[src/psw_pkg.sv]
// Package for the program status word block: offsets, fields, operations
package psw_pkg;
    localparam logic [7:0] PSW_SFR_ADDR = 8'hD0;
    localparam logic [7:0] PSW_RESET = 8'h00;
    localparam int PSW_CY_BIT = 7;
    localparam int PSW_AC_BIT = 6;
    localparam int PSW_F0_BIT = 5;
    localparam int PSW_RS_HI = 4;
    localparam int PSW_RS_LO = 3;
    localparam int PSW_OV_BIT = 2;
    localparam int PSW_F1_BIT = 1;
    localparam int PSW_P_BIT = 0;
    localparam logic [7:0] PSW_BANK_STEP = 8'h08;
    localparam logic [8:0] PSW_BYTE_MAX = 9'h0FF;

    typedef enum logic [2:0] {
        PSW_OP_NONE = 3'b000,
        PSW_OP_ADD = 3'b001,
        PSW_OP_ADD_CARRY = 3'b010,
        PSW_OP_SUB_BORROW = 3'b011,
        PSW_OP_MUL = 3'b100,
        PSW_OP_DIV = 3'b101,
        PSW_OP_OTHER = 3'b110
    } psw_op_t;
endpackage : psw_pkg

[src/psw_alu_flags.sv]
// Flag computation for one arithmetic result
`timescale 1ns/1ps
module psw_alu_flags
    import psw_pkg::*;
(
    // Operation and operands
    input wire psw_op_t i_op,
    input wire logic [7:0] i_a,
    input wire logic [7:0] i_b,
    input wire logic i_cin,
    // Flags
    output logic o_cy,
    output logic o_ac,
    output logic o_ov,
    output logic o_cy_upd,
    output logic o_ov_upd
);
    logic [8:0] sum;
    logic [4:0] nib;
    logic [15:0] prod;
    logic cin_eff;

    always_comb begin
        cin_eff = (i_op == PSW_OP_ADD) ? 1'b0 : i_cin;
        sum = 9'h000;
        nib = 5'h00;
        prod = 16'({8'h00, i_a} * {8'h00, i_b});
        o_cy = 1'b0;
        o_ac = 1'b0;
        o_ov = 1'b0;
        o_cy_upd = 1'b0;
        o_ov_upd = 1'b0;
        unique case (i_op)
            PSW_OP_ADD, PSW_OP_ADD_CARRY: begin
                sum = {1'b0, i_a} + {1'b0, i_b} + {8'h00, cin_eff};
                nib = {1'b0, i_a[3:0]} + {1'b0, i_b[3:0]} + {4'h0, cin_eff};
                o_cy = sum[8];
                o_ac = nib[4];
                o_ov = (i_a[7] == i_b[7]) && (sum[7] != i_a[7]);
                o_cy_upd = 1'b1;
                o_ov_upd = 1'b1;
            end
            PSW_OP_SUB_BORROW: begin
                sum = {1'b0, i_a} - {1'b0, i_b} - {8'h00, i_cin};
                nib = {1'b0, i_a[3:0]} - {1'b0, i_b[3:0]} - {4'h0, i_cin};
                o_cy = sum[8];
                o_ac = nib[4];
                o_ov = (i_a[7] != i_b[7]) && (sum[7] != i_a[7]);
                o_cy_upd = 1'b1;
                o_ov_upd = 1'b1;
            end
            PSW_OP_MUL: begin
                o_ov = ({1'b0, prod[15:8]} != 9'h000) && (prod > 16'(PSW_BYTE_MAX));
                o_cy_upd = 1'b1;
                o_ov_upd = 1'b1;
            end
            PSW_OP_DIV: begin
                o_ov = (i_b == 8'h00);
                o_cy_upd = 1'b1;
                o_ov_upd = 1'b1;
            end
            PSW_OP_OTHER: begin
                o_cy_upd = 1'b1;
            end
            default: begin
            end
        endcase
    end
endmodule : psw_alu_flags

[src/psw_status_word.sv]
// Program status word register with flag update, bit access and bank select
// Functional notes
// - Carry set on add carry or subtract borrow, cleared by other arithmetic.
// - Half carry set on carry into or borrow from upper nibble.
// - Two user flags keep written value; hardware never alters them.
// - Bank select picks one eight-byte working register group.
// - Overflow set on signed overflow of add, add-with-carry, subtract.
// - Overflow set when multiply product exceeds 255.
// - Overflow set on divide by zero.
// - Otherwise those five instructions clear overflow.
// - Parity bit is read-only, one when accumulator has odd ones.
// - Word sits at special address 0xD0, bit-accessible, resets to zero.
// - Program and data spaces share addresses; instruction type selects.
// - Working registers live at internal RAM 0x00-0x1F, one bank active.
`timescale 1ns/1ps
module psw_status_word
    import psw_pkg::*;
(
    // Clock and reset
    input wire logic i_core_clk,
    input wire logic i_reset_n,
    // Special function register access
    input wire logic [7:0] i_sfr_addr,
    input wire logic i_sfr_wr,
    input wire logic [7:0] i_sfr_wdata,
    input wire logic i_bit_wr,
    input wire logic [2:0] i_bit_sel,
    input wire logic i_bit_val,
    output logic [7:0] o_sfr_rdata,
    output logic o_sfr_hit,
    // Datapath
    input wire psw_op_t i_op,
    input wire logic [7:0] i_op_a,
    input wire logic [7:0] i_op_b,
    input wire logic [7:0] i_acc,
    input wire logic i_code_space,
    input wire logic [2:0] i_reg_index,
    // Status outputs
    output logic [7:0] o_psw,
    output logic [7:0] o_reg_addr,
    output logic o_code_sel
);
    logic [7:0] psw;
    logic [7:0] next_psw;
    logic [7:0] next_rdata;
    logic next_hit;
    logic [7:0] reg_addr;
    logic [7:0] next_reg_addr;
    logic code_sel;
    logic next_code_sel;
    logic hw_cy, hw_ac, hw_ov, cy_upd, ov_upd;

    psw_alu_flags u_flags (
        .i_op(i_op),
        .i_a(i_op_a),
        .i_b(i_op_b),
        .i_cin(psw[PSW_CY_BIT]),
        .o_cy(hw_cy),
        .o_ac(hw_ac),
        .o_ov(hw_ov),
        .o_cy_upd(cy_upd),
        .o_ov_upd(ov_upd)
    );

    function automatic logic addr_hit(input logic [7:0] a);
        addr_hit = (a == PSW_SFR_ADDR);
    endfunction : addr_hit

    always_comb begin
        next_psw = psw;
        if (addr_hit(i_sfr_addr) && i_sfr_wr) begin
            next_psw = i_sfr_wdata;
        end else if (addr_hit(i_sfr_addr) && i_bit_wr) begin
            next_psw[i_bit_sel] = i_bit_val;
        end
        if (cy_upd) begin
            next_psw[PSW_CY_BIT] = hw_cy;
            next_psw[PSW_AC_BIT] = hw_ac;
        end
        if (ov_upd) begin
            next_psw[PSW_OV_BIT] = hw_ov;
        end
        next_psw[PSW_P_BIT] = ^i_acc;
        next_hit = addr_hit(i_sfr_addr);
        next_rdata = next_hit ? {psw[7:1], ^i_acc} : 8'h00;
        next_reg_addr = 8'({3'b000, next_psw[PSW_RS_HI:PSW_RS_LO], i_reg_index});
        next_code_sel = i_code_space;
    end

    always_ff @(posedge i_core_clk) begin
        if (!i_reset_n) begin
            psw <= PSW_RESET;
            o_sfr_rdata <= 8'h00;
            o_sfr_hit <= 1'b0;
            reg_addr <= 8'h00;
            code_sel <= 1'b0;
        end else begin
            psw <= next_psw;
            o_sfr_rdata <= next_rdata;
            o_sfr_hit <= next_hit;
            reg_addr <= next_reg_addr;
            code_sel <= next_code_sel;
        end
    end

    assign o_psw = psw;
    assign o_reg_addr = reg_addr;
    assign o_code_sel = code_sel;
endmodule : psw_status_word

[config.mk]
export PLATFORM = sky130hd
export DESIGN_NAME = psw_status_word
export DESIGN_NICKNAME = d
export VERILOG_FILES = /design/src/psw_pkg.sv /design/src/psw_alu_flags.sv /design/src/psw_status_word.sv
export SDC_FILE = /design/constraint.sdc
export NUM_CORES = 1
export LEC_CHECK = 0
export ABC_AREA = 1
export BUFFER_PORTS_ARGS = -buffer_cell sky130_fd_sc_hd__buf_4
export CORE_MARGIN = 3
export CORE_UTILIZATION = 47
export CTS_CLUSTER_SIZE = 8
export DETAILED_ROUTE_END_ITERATION = 8
export GPL_ROUTABILITY_DRIVEN = 0
export PLACE_DENSITY = 0.7
export RECOVER_POWER = 100
export SLEW_MARGIN = 30
export SYNTH_ARGS = -nofsm -noshare
export SYNTH_HDL_FRONTEND = slang
export SYNTH_HIERARCHICAL = 1
export SYNTH_SLANG_ARGS = --single-unit
[constraint.sdc]
create_clock -name i_core_clk -period 8.6 [get_ports i_core_clk]
set_input_delay 1.29 -clock i_core_clk [delete_from_list [all_inputs] [get_ports i_core_clk]]
set_output_delay 1.29 -clock i_core_clk [all_outputs]
set_load 0.01 [all_outputs]
-- Yosys cells after proc, flatten, opt, wreduce, memory -nomap -nowiden
Cells that the tools add are included.
- bits of input ports: 55
- output and inout bits: 26
- bits in registers: 26
- logic and storage cells: 61
- equal/unequal tests: 11
- $lt $le $gt $ge: 3
- $add $sub $neg: 8
- reductions and logical operators: 16
- $mul: 1
- mux-type cells: 13
- operators with widths (kind ; number):
    $gt A16 B8 Y1 const B ; 1
    $mul A8 B8 Y16 ; 1
    $mux W8 ; 2
    $add A8 B8 Y9 ; 1
    $add A9 B1 Y9 ; 1
    $eq A3 B3 Y1 const B ; 3
    $sub A8 B8 Y9 ; 1
    $sub A9 B1 Y9 ; 1
    $bwmux W8 ; 1
    $eq A8 B8 Y1 const B ; 1
    $logic_not A8 Y1 ; 1
    $reduce_bool A8 Y1 ; 1
    $reduce_xor A8 Y1 ; 1
    $eq A3 B2 Y1 const B ; 2
    $logic_and A1 B1 Y1 ; 6
    $reduce_bool A3 Y1 ; 2
    $reduce_or A6 Y1 ; 1
    $add A4 B4 Y5 ; 1
    $add A5 B1 Y5 ; 1
    $mux W1 ; 5
    $reduce_or A5 Y1 ; 1
    $sub A4 B4 Y5 ; 1
    $sub A5 B1 Y5 ; 1
    $lt A3 B4 Y1 const B ; 1
    other kinds (11) ; 14

-- Longest topological paths before layout
Gate-level depths: netlist of the first run.
- depth after elaboration: 8
- depth in mapped cells: 27
- gate-level depth less buffers: 26

-- By module
The synthesis of the first run kept the hierarchy.
- modules (own cells, without submodules) (module ; area an instance (um^2) ; cells an instance ; seq. area each (um^2) ; instances):
    psw_alu_flags ; 3084.2 ; 495 ; 0.0 ; 1
    psw_status_word ; 1116.1 ; 167 ; 420.4 ; 1

-- Worst setup path after synthesis of the first run
No wires, ideal clock.
- path type: input to register
- start: input port i_op_b[7]
- end: register psw[2], in the netlist o_psw[2]
- path slack: 3.327 ns
- data required time: 8.478 ns
- buffers on the path: 1
- arrival: 5.151 ns
- stages on the path: 25
- path through: clkbuf_1 nand2_1 fa_1 fa_1 inv_1 fa_1 inv_1 fa_1 inv_1 ha_1 nand2_1 nand2_1 inv_1 nand2_1 nand2_1 nand3_1 nand2_1 nand2_1 nor2_1 nand3_1 nand2_1 nand2_1 nand2_1 a21boi_0 a21oi_1
- longest elaborated chain between the ends: 6
- elaborated cells between the ends (all ways): 17
- those cells by class: add/sub (4); mul (1); order compare (1); eq/ne (4); mux (2); reduce/logical (5)
- ends and longest elaborated chain (element ; RTL line ; source):
    start: declaration ; psw_status_word.sv:34 ; input wire logic [7:0] i_op_b,
    parallel branches: the longest is 4 deep, another holds $mul A8 B8 Y16 ; - ;
    $pmux W1 S4 (*) ; psw_alu_flags.sv:33 ; unique case (i_op)
    via hw_ov ; psw_status_word.sv:51 ; logic hw_cy, hw_ac, hw_ov, cy_upd, ov_upd;
    $mux W1 (*) ; psw_status_word.sv:80 ; if (ov_upd) begin
    end signal: assignment ; psw_status_word.sv:98 ; psw <= next_psw;
    end: declaration ; psw_status_word.sv:43 ; logic [7:0] psw;
Mark *: on every way through the listed nets, which the timed path passes.
A chain may end at the register's enable or synchronous reset.

-- Worst setup path in the final report of the first run
- start: input port i_op_b[4]
- end: register psw[2], in the netlist o_psw[2]
The elaborated chain is that of the path after synthesis.

==> results of run 1 <==
[cell type report]
class	count	area [µm²]	share of cell area
Clock buffer	3	41.3	0.00873
Tap cell	105	131	0.0278
Inverter	187	703	0.149
Multi-Input combinational cell	434	2960	0.625
Timing Repair Buffer	76	473	0.100
Sequential cell	21	420	0.0889
Clock inverter	1	5.00	0.00106
[registers in the layout (all words and copies together), names as in the netlist]
| signal | cells |
|---|---|
| o_sfr_hit | 1 |
| o_code_sel | 1 |
| o_reg_addr | 3 |
| o_sfr_rdata | 8 |
| o_psw | 8 |
[cells in the mapped netlist, types with 7 or more instances]
master / n
dfxtp_1: 21
nand4_1: 10
nand2_1: 188
nor3_1: 7
a21oi_1: 19
nor2_1: 38
nand3_1: 36
fa_1: 36
clkbuf_1: 15
ha_1: 57
o21ai_0: 7
inv_1: 185
[layer usage]
| metal | vias up | part of all wire |
|---|---|---|
| met2 | 80 | 0.49 |
| li1 | 2057 | - |
| met1 | 1826 | 0.45 |
| met4 | 0 | 0.0040 |
| met5 | - | 0 |
| met3 | 4 | 0.053 |
[power breakdown]
group / switching [µW] / total, µW / internal [µW]
clock network: 33.7 / 66.0 / 32.3
logic: 309 / 502 / 193
registers: 1.38 / 101 / 100
[stage by stage]
stage / setup slack [ns] / hold slack [ns]
floorplan: 3.33 / 0.465
global placement: 3.05 / 0.436
detailed placement: 2.98 / 0.439
CTS: 3.27 / 0.452
global route: 2.82 / 0.478
finish: 3.11 / 0.448
[worst paths after layout]
kind | from | endpoint | slack [ns]
setup / recovery | i_op_b[4] | o_psw[2] | 3.11
hold / removal | o_psw[5] | o_sfr_rdata[5] | 0.45
setup reg to reg | o_psw[7] | o_psw[2] | 6.04
hold reg to reg | o_psw[5] | o_sfr_rdata[5] | 0.45
[critical path, stage by stage]
cell	delay, ns
clkbuf_1	0.41
ha_1	0.30
fa_1	0.41
inv_1	0.08
fa_1	0.43
fa_1	0.52
fa_1	0.54
inv_1	0.04
ha_1	0.37
nand2_2	0.12
inv_1	0.05
a21oi_1	0.18
nand3b_1	0.09
nand2_1	0.07
nand2_1	0.05
nor2_1	0.11
nand3_1	0.13
nand2_1	0.08
nand2_1	0.05
nand2_1	0.06
a21boi_0	0.17
a21oi_1	0.08
[cell families after synthesis]
| kind of cell | share of synthesized area |
|---|---|
| compound gates | 0.0399 |
| flops | 0.100 |
| fa+ha+maj | 0.341 |
| buf+inv | 0.194 |
| simple gates | 0.307 |
| xor+xnor | 0.0167 |
| other cells | 0.000893 |
==> reports/qor.txt, run 1 <==
Commonest cells after routing, fill and taps aside: nand2_1 (189), inv_1 (185), ha_1 (57), buf_4 (48), nor2_1 (40)
Nets: 871
Reg clk slew, reported paths: 0.08 ns
Commonest non-fill, non-tap cell in the layout: nand2_1
EDFF count, synth: 0
First-pass GRT wire length: 15800 µm
Initial drt markers: 246
Met1 usage: 0.254
Routed vias/inst: 4.80
Worst Skew: 0.00402 ns
# DRC: 0
Area delta synth->final: 12.6%
Utilization after layout: 0.559
Total Wirelength: 9580 µm
# Max-Cap Violations: 0
Post-detail-place hpwl: 8120 µm
Register bit count reported by yosys: 21
M3 GR Usage: 0.0208
Arrival time worst endpoint: 5.64 ns
Height of the die: 101 µm
Ys Warns: 6
Setup crit end kind: register
Status: finished clean
Synthesized area per cell: 6.34 µm²
Final worst-path cycle share: 0.638
RSZ-0062 raised after global routing: false
Root Buffer: clkbuf_8
CTS Sinks: 21
Worst-skew pair later-pin latency: 0.26 ns
Relative slew slack: 0.585
GRT Max-Usage Layer: met2
CP Max Fanout: 10
Pwr per Cell Area: 142 mW/mm²
CTS Buffer Depth: 2
Post-Route Setup TNS: 0 ns
Final Total Pwr: 670 µW
Top-Level Pins: 81
Via count: 3967
Final ANT Viol Nets: 0
Synth top area cells: fa_1 (17%), ha_1 (17%), nand2_1 (17%)
Pleak: 0.00296 µW
Initial antenna violation count: 0
Minimum clock period: 5.49 ns
Post-DR wirelength/cell: 11.6 µm
Pre-antenna DRT Iters: 5
Aggregate global-route resource usage: 0.188
Post-synth top flop: dfxtp_1
VDD IR max: 72.4 µV
Met2 GRT Util: 0.334
Number of global-route vias before repair: 3654
Pin count of the biggest net entering global routing: 13
Measured slew at the worst slew-check pin: 0.620 ns
R2R cell count: 17
Total grt overflow: 0
TritonCTS clock tree: yes
Die ar.: 0.0101 mm²
Placed cell area: 0.00480 mm²
Final Hold Fails: 0
Rows: 33
Initial Util: 0.496
TritonCTS buffer count: 3
Worst Hold Class: register to register
Achievable Freq: 182 MHz
Synth cell types: 32
Synth async-reset ratio: 0
Dpl cells: 823
Synthesized area: 0.00420 mm²
Final Max Tran Viols: 0
Final setup violation count: 0
Total core area: 0.00846 mm²
Crit start category: input port
Layout filler cell count: 897
Sequential area share after synthesis: 0.100
Worst Hold Path Cells: 2
Critical Path RT: 8.75 ns
H-tree depth: 1
Finished Layout Cells: 827
Type of the worst setup path: input port to register
Post-CTS Resized: 0
Hold_buf cts: 0
Port Buffers: 76
Syn Inst Count: 662
Largest area contributor in the netlist: fa_1
Post-CTS Setup Inserts: 0
Final Instance Area: 0.00473 mm²
Share of cells above drive strength 1: 0.0914
Diodes inserted: 0
Post-synth top area share: 0.172
Die W: 101 µm
(Power assumes the default switching activity.)
==> run 2, diff against run 1 <==
--- a/config.mk
+++ b/config.mk
@@ -12,7 +12,7 @@
 export CTS_CLUSTER_SIZE = 8
 export DETAILED_ROUTE_END_ITERATION = 8
 export GPL_ROUTABILITY_DRIVEN = 0
-export PLACE_DENSITY = 0.7
+export PLACE_DENSITY = 0.72
 export RECOVER_POWER = 100
 export SLEW_MARGIN = 30
 export SYNTH_ARGS = -nofsm -noshare
==> constraint.sdc (replaced) <==
create_clock -name i_core_clk -period 4.6 [get_ports i_core_clk]
set_input_delay 0.69 -clock i_core_clk [delete_from_list [all_inputs] [get_ports i_core_clk]]
set_output_delay 0.69 -clock i_core_clk [all_outputs]
set_load 0.01 [all_outputs]
==> run 2 against run 1 <==
  * Wire length grew 7.4%
  * Utilization grew 6.7 points
  * Via count grew 4.1%
  * Die area is the same
  * Sequential share of layout area shrank 0.95 points
  * Non-clock buffer count grew 35
  * Register-to-register slack lost 4.0 ns
  * First-iteration DRC count shrank 16%
  * Clock skew shrank 0.0030 ns
  * Critical endpoint unchanged
  * Critical path depth grew 4
  * Clock power grew 80%
==> reports/qor.txt, run 2 (synthesis results as in run 1) <==
Final setup violation count: 0 (unchanged)
Placed cell area: 0.00505 mm² (+5.3%)
Met2 GRT Util: 0.343 (+0.00866)
Via count: 4130 (+4.1%)
Post-DR wirelength/cell: 11.9 µm (+3.0%)
Commonest cells after routing, fill and taps aside: inv_1 (174), nand2_1 (172), buf_4 (81), ha_1 (46), nor2_1 (36)
Pwr per Cell Area: 310 mW/mm² (+120%)
Minimum clock period: 4.44 ns
Fin worst setup slack: 0.161 ns (-2.95 ns)
R2R cell count: 17 (unchanged)
Total grt overflow: 0 (unchanged)
First-pass GRT wire length: 16800 µm (+6.1%)
Routed vias/inst: 4.79 (-0.12%)
Relative slew slack: 0.610 (+0.0251)
CP Max Fanout: 5 (-5)
H-tree depth: 1 (unchanged)
Initial antenna violation count: 0 (unchanged)
Worst hold margin: 0.443 ns (-0.00539 ns)
Worst-skew pair later-pin latency: 0.26 ns (about the same)
Port Buffers: 76 (unchanged)
Share of cells above drive strength 1: 0.210 (+0.119)
TritonCTS buffer count: 3 (unchanged)
Pre-CTS setup slack: -0.379 ns (-3.36 ns)
Setup crit end kind: register
Die W: 101 µm (unchanged)
Pre-antenna DRT Iters: 5 (unchanged)
# Max-Cap Violations: 0 (unchanged)
Worst Hold Class: register to register
Area delta synth->final: 26.1%
Top-Level Pins: 81 (unchanged)
Final Max Tran Viols: 0 (unchanged)
Root Buffer: clkbuf_8
Final Instance Area: 0.00530 mm² (+12%)
Type of the worst setup path: input port to register
VDD IR max: 201 µV (+180%)
Crit start category: input port
Total Wirelength: 10300 µm (+7.4%)
Achievable Freq: 225 MHz
Arrival time worst endpoint: 4.59 ns (-1.05 ns)
Measured slew at the worst slew-check pin: 0.583 ns (-0.0374 ns)
Initial Util: 0.496 (unchanged)
Dpl cells: 857 (+4.1%)
Commonest non-fill, non-tap cell in the layout: inv_1
Number of global-route vias before repair: 3842 (+5.1%)
Worst Skew: 0.00101 ns (-0.00302 ns)
Met1 usage: 0.270 (+0.0166)
Post-detail-place hpwl: 8660 µm (+6.6%)
Critical Path RT: 4.76 ns (-3.99 ns)
Finished Layout Cells: 862 (+4.2%)
Final Hold Fails: 0 (unchanged)
# DRC: 0 (unchanged)
Final worst-path cycle share: 0.965
Height of the die: 101 µm (unchanged)
Status: finished clean
M3 GR Usage: 0.0284 (+0.00761)
Reg clk slew, reported paths: 0.07 ns (about the same)
Pleak: 0.00316 µW (+7.0%)
Nets: 906 (+4.0%)
Final ANT Viol Nets: 0 (unchanged)
CTS Buffer Depth: 2 (unchanged)
GRT Max-Usage Layer: met2
Initial drt markers: 207 (-16%)
Worst Hold Path Cells: 2 (unchanged)
Utilization after layout: 0.626 (+0.0670)
Diodes inserted: 0 (unchanged)
CTS Sinks: 21 (unchanged)
Pin count of the biggest net entering global routing: 13 (unchanged)
TritonCTS clock tree: yes
Aggregate global-route resource usage: 0.197 (+0.00952)
Rows: 33 (unchanged)
Die ar.: 0.0101 mm² (unchanged)
Hold_buf cts: 0 (unchanged)
Total core area: 0.00846 mm² (unchanged)
==> run 2: cell types whose count changed in the layout (fill, tap and decap cells not counted), moves of 11 or more <==
cell / change
buf_4: +33
ha_4: +11
nand2_2: +12
ha_1: -11
nand2_1: -17
inv_2: +11
inv_1: -11
==> run 2: worst max-delay path, stage by stage <==
cell and delay (ns):
buf_4 0.14, nand2_2 0.07, inv_2 0.04, fa_1 0.51
inv_1 0.06, fa_1 0.53, inv_2 0.04, fa_1 0.47
inv_1 0.05, fa_1 0.49, inv_2 0.04, ha_4 0.31
nand2_4 0.07, nor2_4 0.13, nand2_2 0.07, nand3_2 0.05
nand2_1 0.04, nand2_1 0.06, nand3_1 0.06, nor2_1 0.11
nand3_1 0.14, nand2_1 0.09, nand2_1 0.05, nand2_1 0.06
a21boi_2 0.14, a21oi_1 0.07
==> run 2: area by class of cell <==
class                           count  area (µm²)
Multi-Input combinational cell    434        3240
Fill cell                         804        3170
Timing Repair Buffer              111         751
Inverter                          187         703
Sequential cell                    21         420
Tap cell                          105         131
Clock buffer                        3        41.3
Clock inverter                      1        5.00
==> run 2: final timing paths <==
| kind | start | end | slack [ns] |
|---|---|---|---|
| min | o_psw[5] | o_sfr_rdata[5] | 0.44 |
| max | i_op_b[3] | o_psw[2] | 0.16 |
| min reg2reg | o_psw[5] | o_sfr_rdata[5] | 0.44 |
| max reg2reg | o_psw[7] | o_psw[2] | 2.02 |
==> run 2: what timing repair did <==
| item | 4_1_cts | 5_1_grt |
|---|---|---|
| gates resized for setup | 3 | 70 |
| cloned | 0 | 0 |
| endpoints found under the setup margin | 1 | 1 |
| pin swaps | 1 | 39 |
| buffers inserted | 0 | 1 |
==> run 2: power by group <==
| part | leakage (µW) | internal (µW) | switching [µW] | total [µW] |
|---|---|---|---|---|
| logic | 0.00296 | 575 | 759 | 1330 |
| registers | 0.000171 | 187 | 2.23 | 189 |
| clock network | 0.0000255 | 60.3 | 58.7 | 119 |
==> run 2: layer usage <==
metal / wire [µm] / share of wire
met1: 4670 / 0.45
met2: 4980 / 0.48
met3: 547 / 0.053
met4: 76 / 0.0074
met5: 0 / 0
==> run 2: through the flow <==
step,power [µW],TNS (ns)
floorplan,928,0
global placement,1170,-0.309
detailed placement,1190,-0.379
CTS,1350,0
global route,1820,-0.0128
finish,1640,0
==> run 3, diff against run 2 <==
--- a/config.mk
+++ b/config.mk
@@ -8,11 +8,11 @@
 export ABC_AREA = 1
 export BUFFER_PORTS_ARGS = -buffer_cell sky130_fd_sc_hd__buf_4
 export CORE_MARGIN = 3
-export CORE_UTILIZATION = 47
+export CORE_UTILIZATION = 25
+export CTS_CLUSTER_DIAMETER = 150
 export CTS_CLUSTER_SIZE = 8
 export DETAILED_ROUTE_END_ITERATION = 8
 export GPL_ROUTABILITY_DRIVEN = 0
-export PLACE_DENSITY = 0.72
 export RECOVER_POWER = 100
 export SLEW_MARGIN = 30
 export SYNTH_ARGS = -nofsm -noshare
==> constraint.sdc (replaced) <==
create_clock -name i_core_clk -period 4.6 [get_ports i_core_clk]
set_input_delay 0.69 -clock i_core_clk [delete_from_list [all_inputs] [get_ports i_core_clk]]
set_output_delay 0.69 -clock i_core_clk [all_outputs]
set_load 0.05 [all_outputs]
==> run 3 against run 2 <==
  * Combinational power about the same
  * Utilization down 29 points
  * Register-to-register slack better by 0.10 ns
  * Sequential share of layout area shrank 0.23 points
  * Via count is 3.4% lower
  * Cell count is 13% higher
  * Highest routed layer unchanged
  * Non-clock buffer count grew 2
  * Critical path type unchanged
  * Worst hold slack better by 0.0056 ns
  * Largest cell class unchanged
==> reports/qor.txt, run 3 (synthesis results as in run 1) <==
WL met2: 4540 µm (-8.8%)
R2r setup slk: 2.12 ns (+0.10 ns)
# DRC: 0 (unchanged)
CP Buf/Inv Count: 6 (unchanged)
Met1 WL: 5080 µm (+8.6%)
Arrival time worst endpoint: 4.52 ns (-0.07 ns)
Worst-skew pair later-pin latency: 0.25 ns (about the same)
TritonCTS clock tree: yes
CTS Sinks: 21 (unchanged)
RR Endpoint: o_psw[7]
Pre-antenna DRT Iters: 4 (-1)
Post-DR wirelength/cell: 10.4 µm (-13%)
H-tree depth: 1 (unchanged)
Final Instance Area: 0.00545 mm² (+2.9%)
DR top layer: met4
# Max-Cap Violations: 0 (unchanged)
Worst Skew: 0.000856 ns (-0.000150 ns)
Type of the worst setup path: input port to register
CTS Buffer Depth: 2 (unchanged)
R2R cell count: 18 (+1)
Area delta synth->final: 29.8%
Reg clk slew, reported paths: 0.05 ns (-0.02 ns)
VDD IR max: 174 µV (-13%)
Pleak: 0.00316 µW (+0.12%)
Diodes inserted: 0 (unchanged)
Initial antenna violation count: 0 (unchanged)
Hold_buf cts: 0 (unchanged)
Initial drt markers: 214 (+3.4%)
Nets: 908 (+0.22%)
Measured slew at the worst slew-check pin: 0.624 ns (+0.0411 ns)
Final Max Tran Viols: 0 (unchanged)
Status: finished clean
Aggregate global-route resource usage: 0.108 (-0.0897)
Placed cell area: 0.00519 mm² (+2.7%)
Critical Path RT: 4.74 ns (-0.02 ns)
CP max-delay cell: fa_1
Total Wirelength: 10200 µm (-1.1%)
Number of global-route vias before repair: 3662 (-4.7%)
Minimum clock period: 4.37 ns (-0.0639 ns)
Height of the die: 136 µm (+35%)
Total grt overflow: 0 (unchanged)
Commonest non-fill, non-tap cell in the layout: nand2_1
Pin count of the biggest net entering global routing: 12 (-1)
TritonCTS buffer count: 3 (unchanged)
HP Start: o_psw[5]
Hold endpoint: o_sfr_rdata[5]
Worst Hold Path Cells: 2 (unchanged)
Final worst-path cycle share: 0.951 (-0.0139)
Share of cells above drive strength 1: 0.199 (-0.0111)
Die ar.: 0.0184 mm² (+82%)
Die W: 136 µm (+35%)
Post-detail-place hpwl: 8650 µm (-0.11%)
Via count: 3988 (-3.4%)
Initial Util: 0.260 (-0.237)
Routed vias/inst: 4.09 (-15%)
Worst Hold Class: register to register
Relative slew slack: 0.586 (-0.0242)
Most numerous cell on the critical path: nand2_1
Setup crit end kind: register
CP Max Fanout: 4 (-1)
Root Buffer: clkbuf_16
Pwr per Cell Area: 310 mW/mm² (about the same)
Final setup violation count: 0 (unchanged)
Top-Level Pins: 81 (unchanged)
Worst hold margin: 0.449 ns (+0.00561 ns)
Wire length on met3: 540 µm (-1.3%)
Crit start category: input port
R2R Path Start: o_psw[7]
Critical path's largest stage delay: 0.53 ns (about the same)
Rows: 46 (+39%)
First-pass GRT wire length: 16800 µm (+0.12%)
Total core area: 0.0162 mm² (+91%)
Commonest cells after routing, fill and taps aside: nand2_1 (178), inv_1 (177), buf_4 (81), ha_1 (45)
Final ANT Viol Nets: 0 (unchanged)
Final Hold Fails: 0 (unchanged)
Achievable Freq: 229 MHz (+1.5%)
Crit path launch: i_op_b[2]
Port Buffers: 76 (unchanged)
Top cell family by delay on the critical path: adder cells
[run 3: cell types whose count changed in the layout (fill, tap and decap cells not counted), moves of 3 or more]
cell,before,now
inv_2,12,9
nor2_2,2,6
clkbuf_8,3,0
inv_1,174,177
nand2_1,172,178
clkbuf_16,0,3
nand2_2,15,11
[run 3: worst max path at each step]
| stage | to | slack [ns] | cells past startpoint |
|---|---|---|---|
| 3_3_place_gp | o_psw[2] | -0.40 | 24 |
| 4_1_cts | o_psw[2] | 0.02 | 26 |
| 2_1_floorplan | o_psw[2] | 0.01 | 27 |
| 3_5_place_dp | o_psw[2] | -0.38 | 22 |
| 6_report | o_psw[2] | 0.23 | 26 |
| 5_1_grt | o_psw[2] | -0.01 | 26 |
[run 3: metal layers]
layer  global-route usage  vias up
met5                    0        -
met4              0.00728        0
met3               0.0119        2
met2                0.165       85
met1                0.168     1771
li1                     -     2130
[run 3: per-stage QoR]
| step | power, µW | util | std cells | TNS, ns | worst slack [ns] |
|---|---|---|---|---|---|
| 2_1_floorplan | 949 | - | 664 | 0 | 0.0118 |
| 6_report | 1690 | 0.337 | 975 | 0 | 0.225 |
| 4_1_cts | 1500 | 0.330 | 972 | 0 | 0.0229 |
| 5_1_grt | 1880 | 0.337 | 975 | -0.00973 | -0.00973 |
| 3_3_place_gp | 1230 | 0.321 | 968 | -0.402 | -0.402 |
| 3_5_place_dp | 1230 | 0.321 | 968 | -0.383 | -0.383 |
[run 3: what timing repair did]
action,CTS,global route
cloned,0,0
endpoints found under the setup margin,1,1
setup buffers,0,3
pin swaps,0,40
gates resized for setup,10,51
[run 3: final cells by class]
cell class	count	area [µm²]
timing repair buffer	113	773
sequential	21	420
inverter	187	703
tap	216	270
clock buffer	4	78.8
multi-input combinational	434	3210
fill	1739	10700
[run 3: worst reg2reg max path, cell delays in order (launching register included)]
cell,delay (ns)
dfxtp_1,0.42
inv_1,0.07
ha_1,0.26
a21o_1,0.18
ha_1,0.26
nand2_1,0.06
nand3_1,0.13
nand2_1,0.15
nand3_2,0.09
nand2_2,0.08
nand3_1,0.06
nand2_1,0.06
nor2_1,0.04
a21oi_1,0.10
o21ai_0,0.15
nand2_1,0.10
nand3_1,0.07
nand2_1,0.06
inv_1,0.04
[run 3: power by group]
| part | internal [µW] | switching (µW) |
|---|---|---|
| Sequential | 188 | 2.11 |
| Clock | 118 | 59.2 |
| Combinational | 580 | 745 |
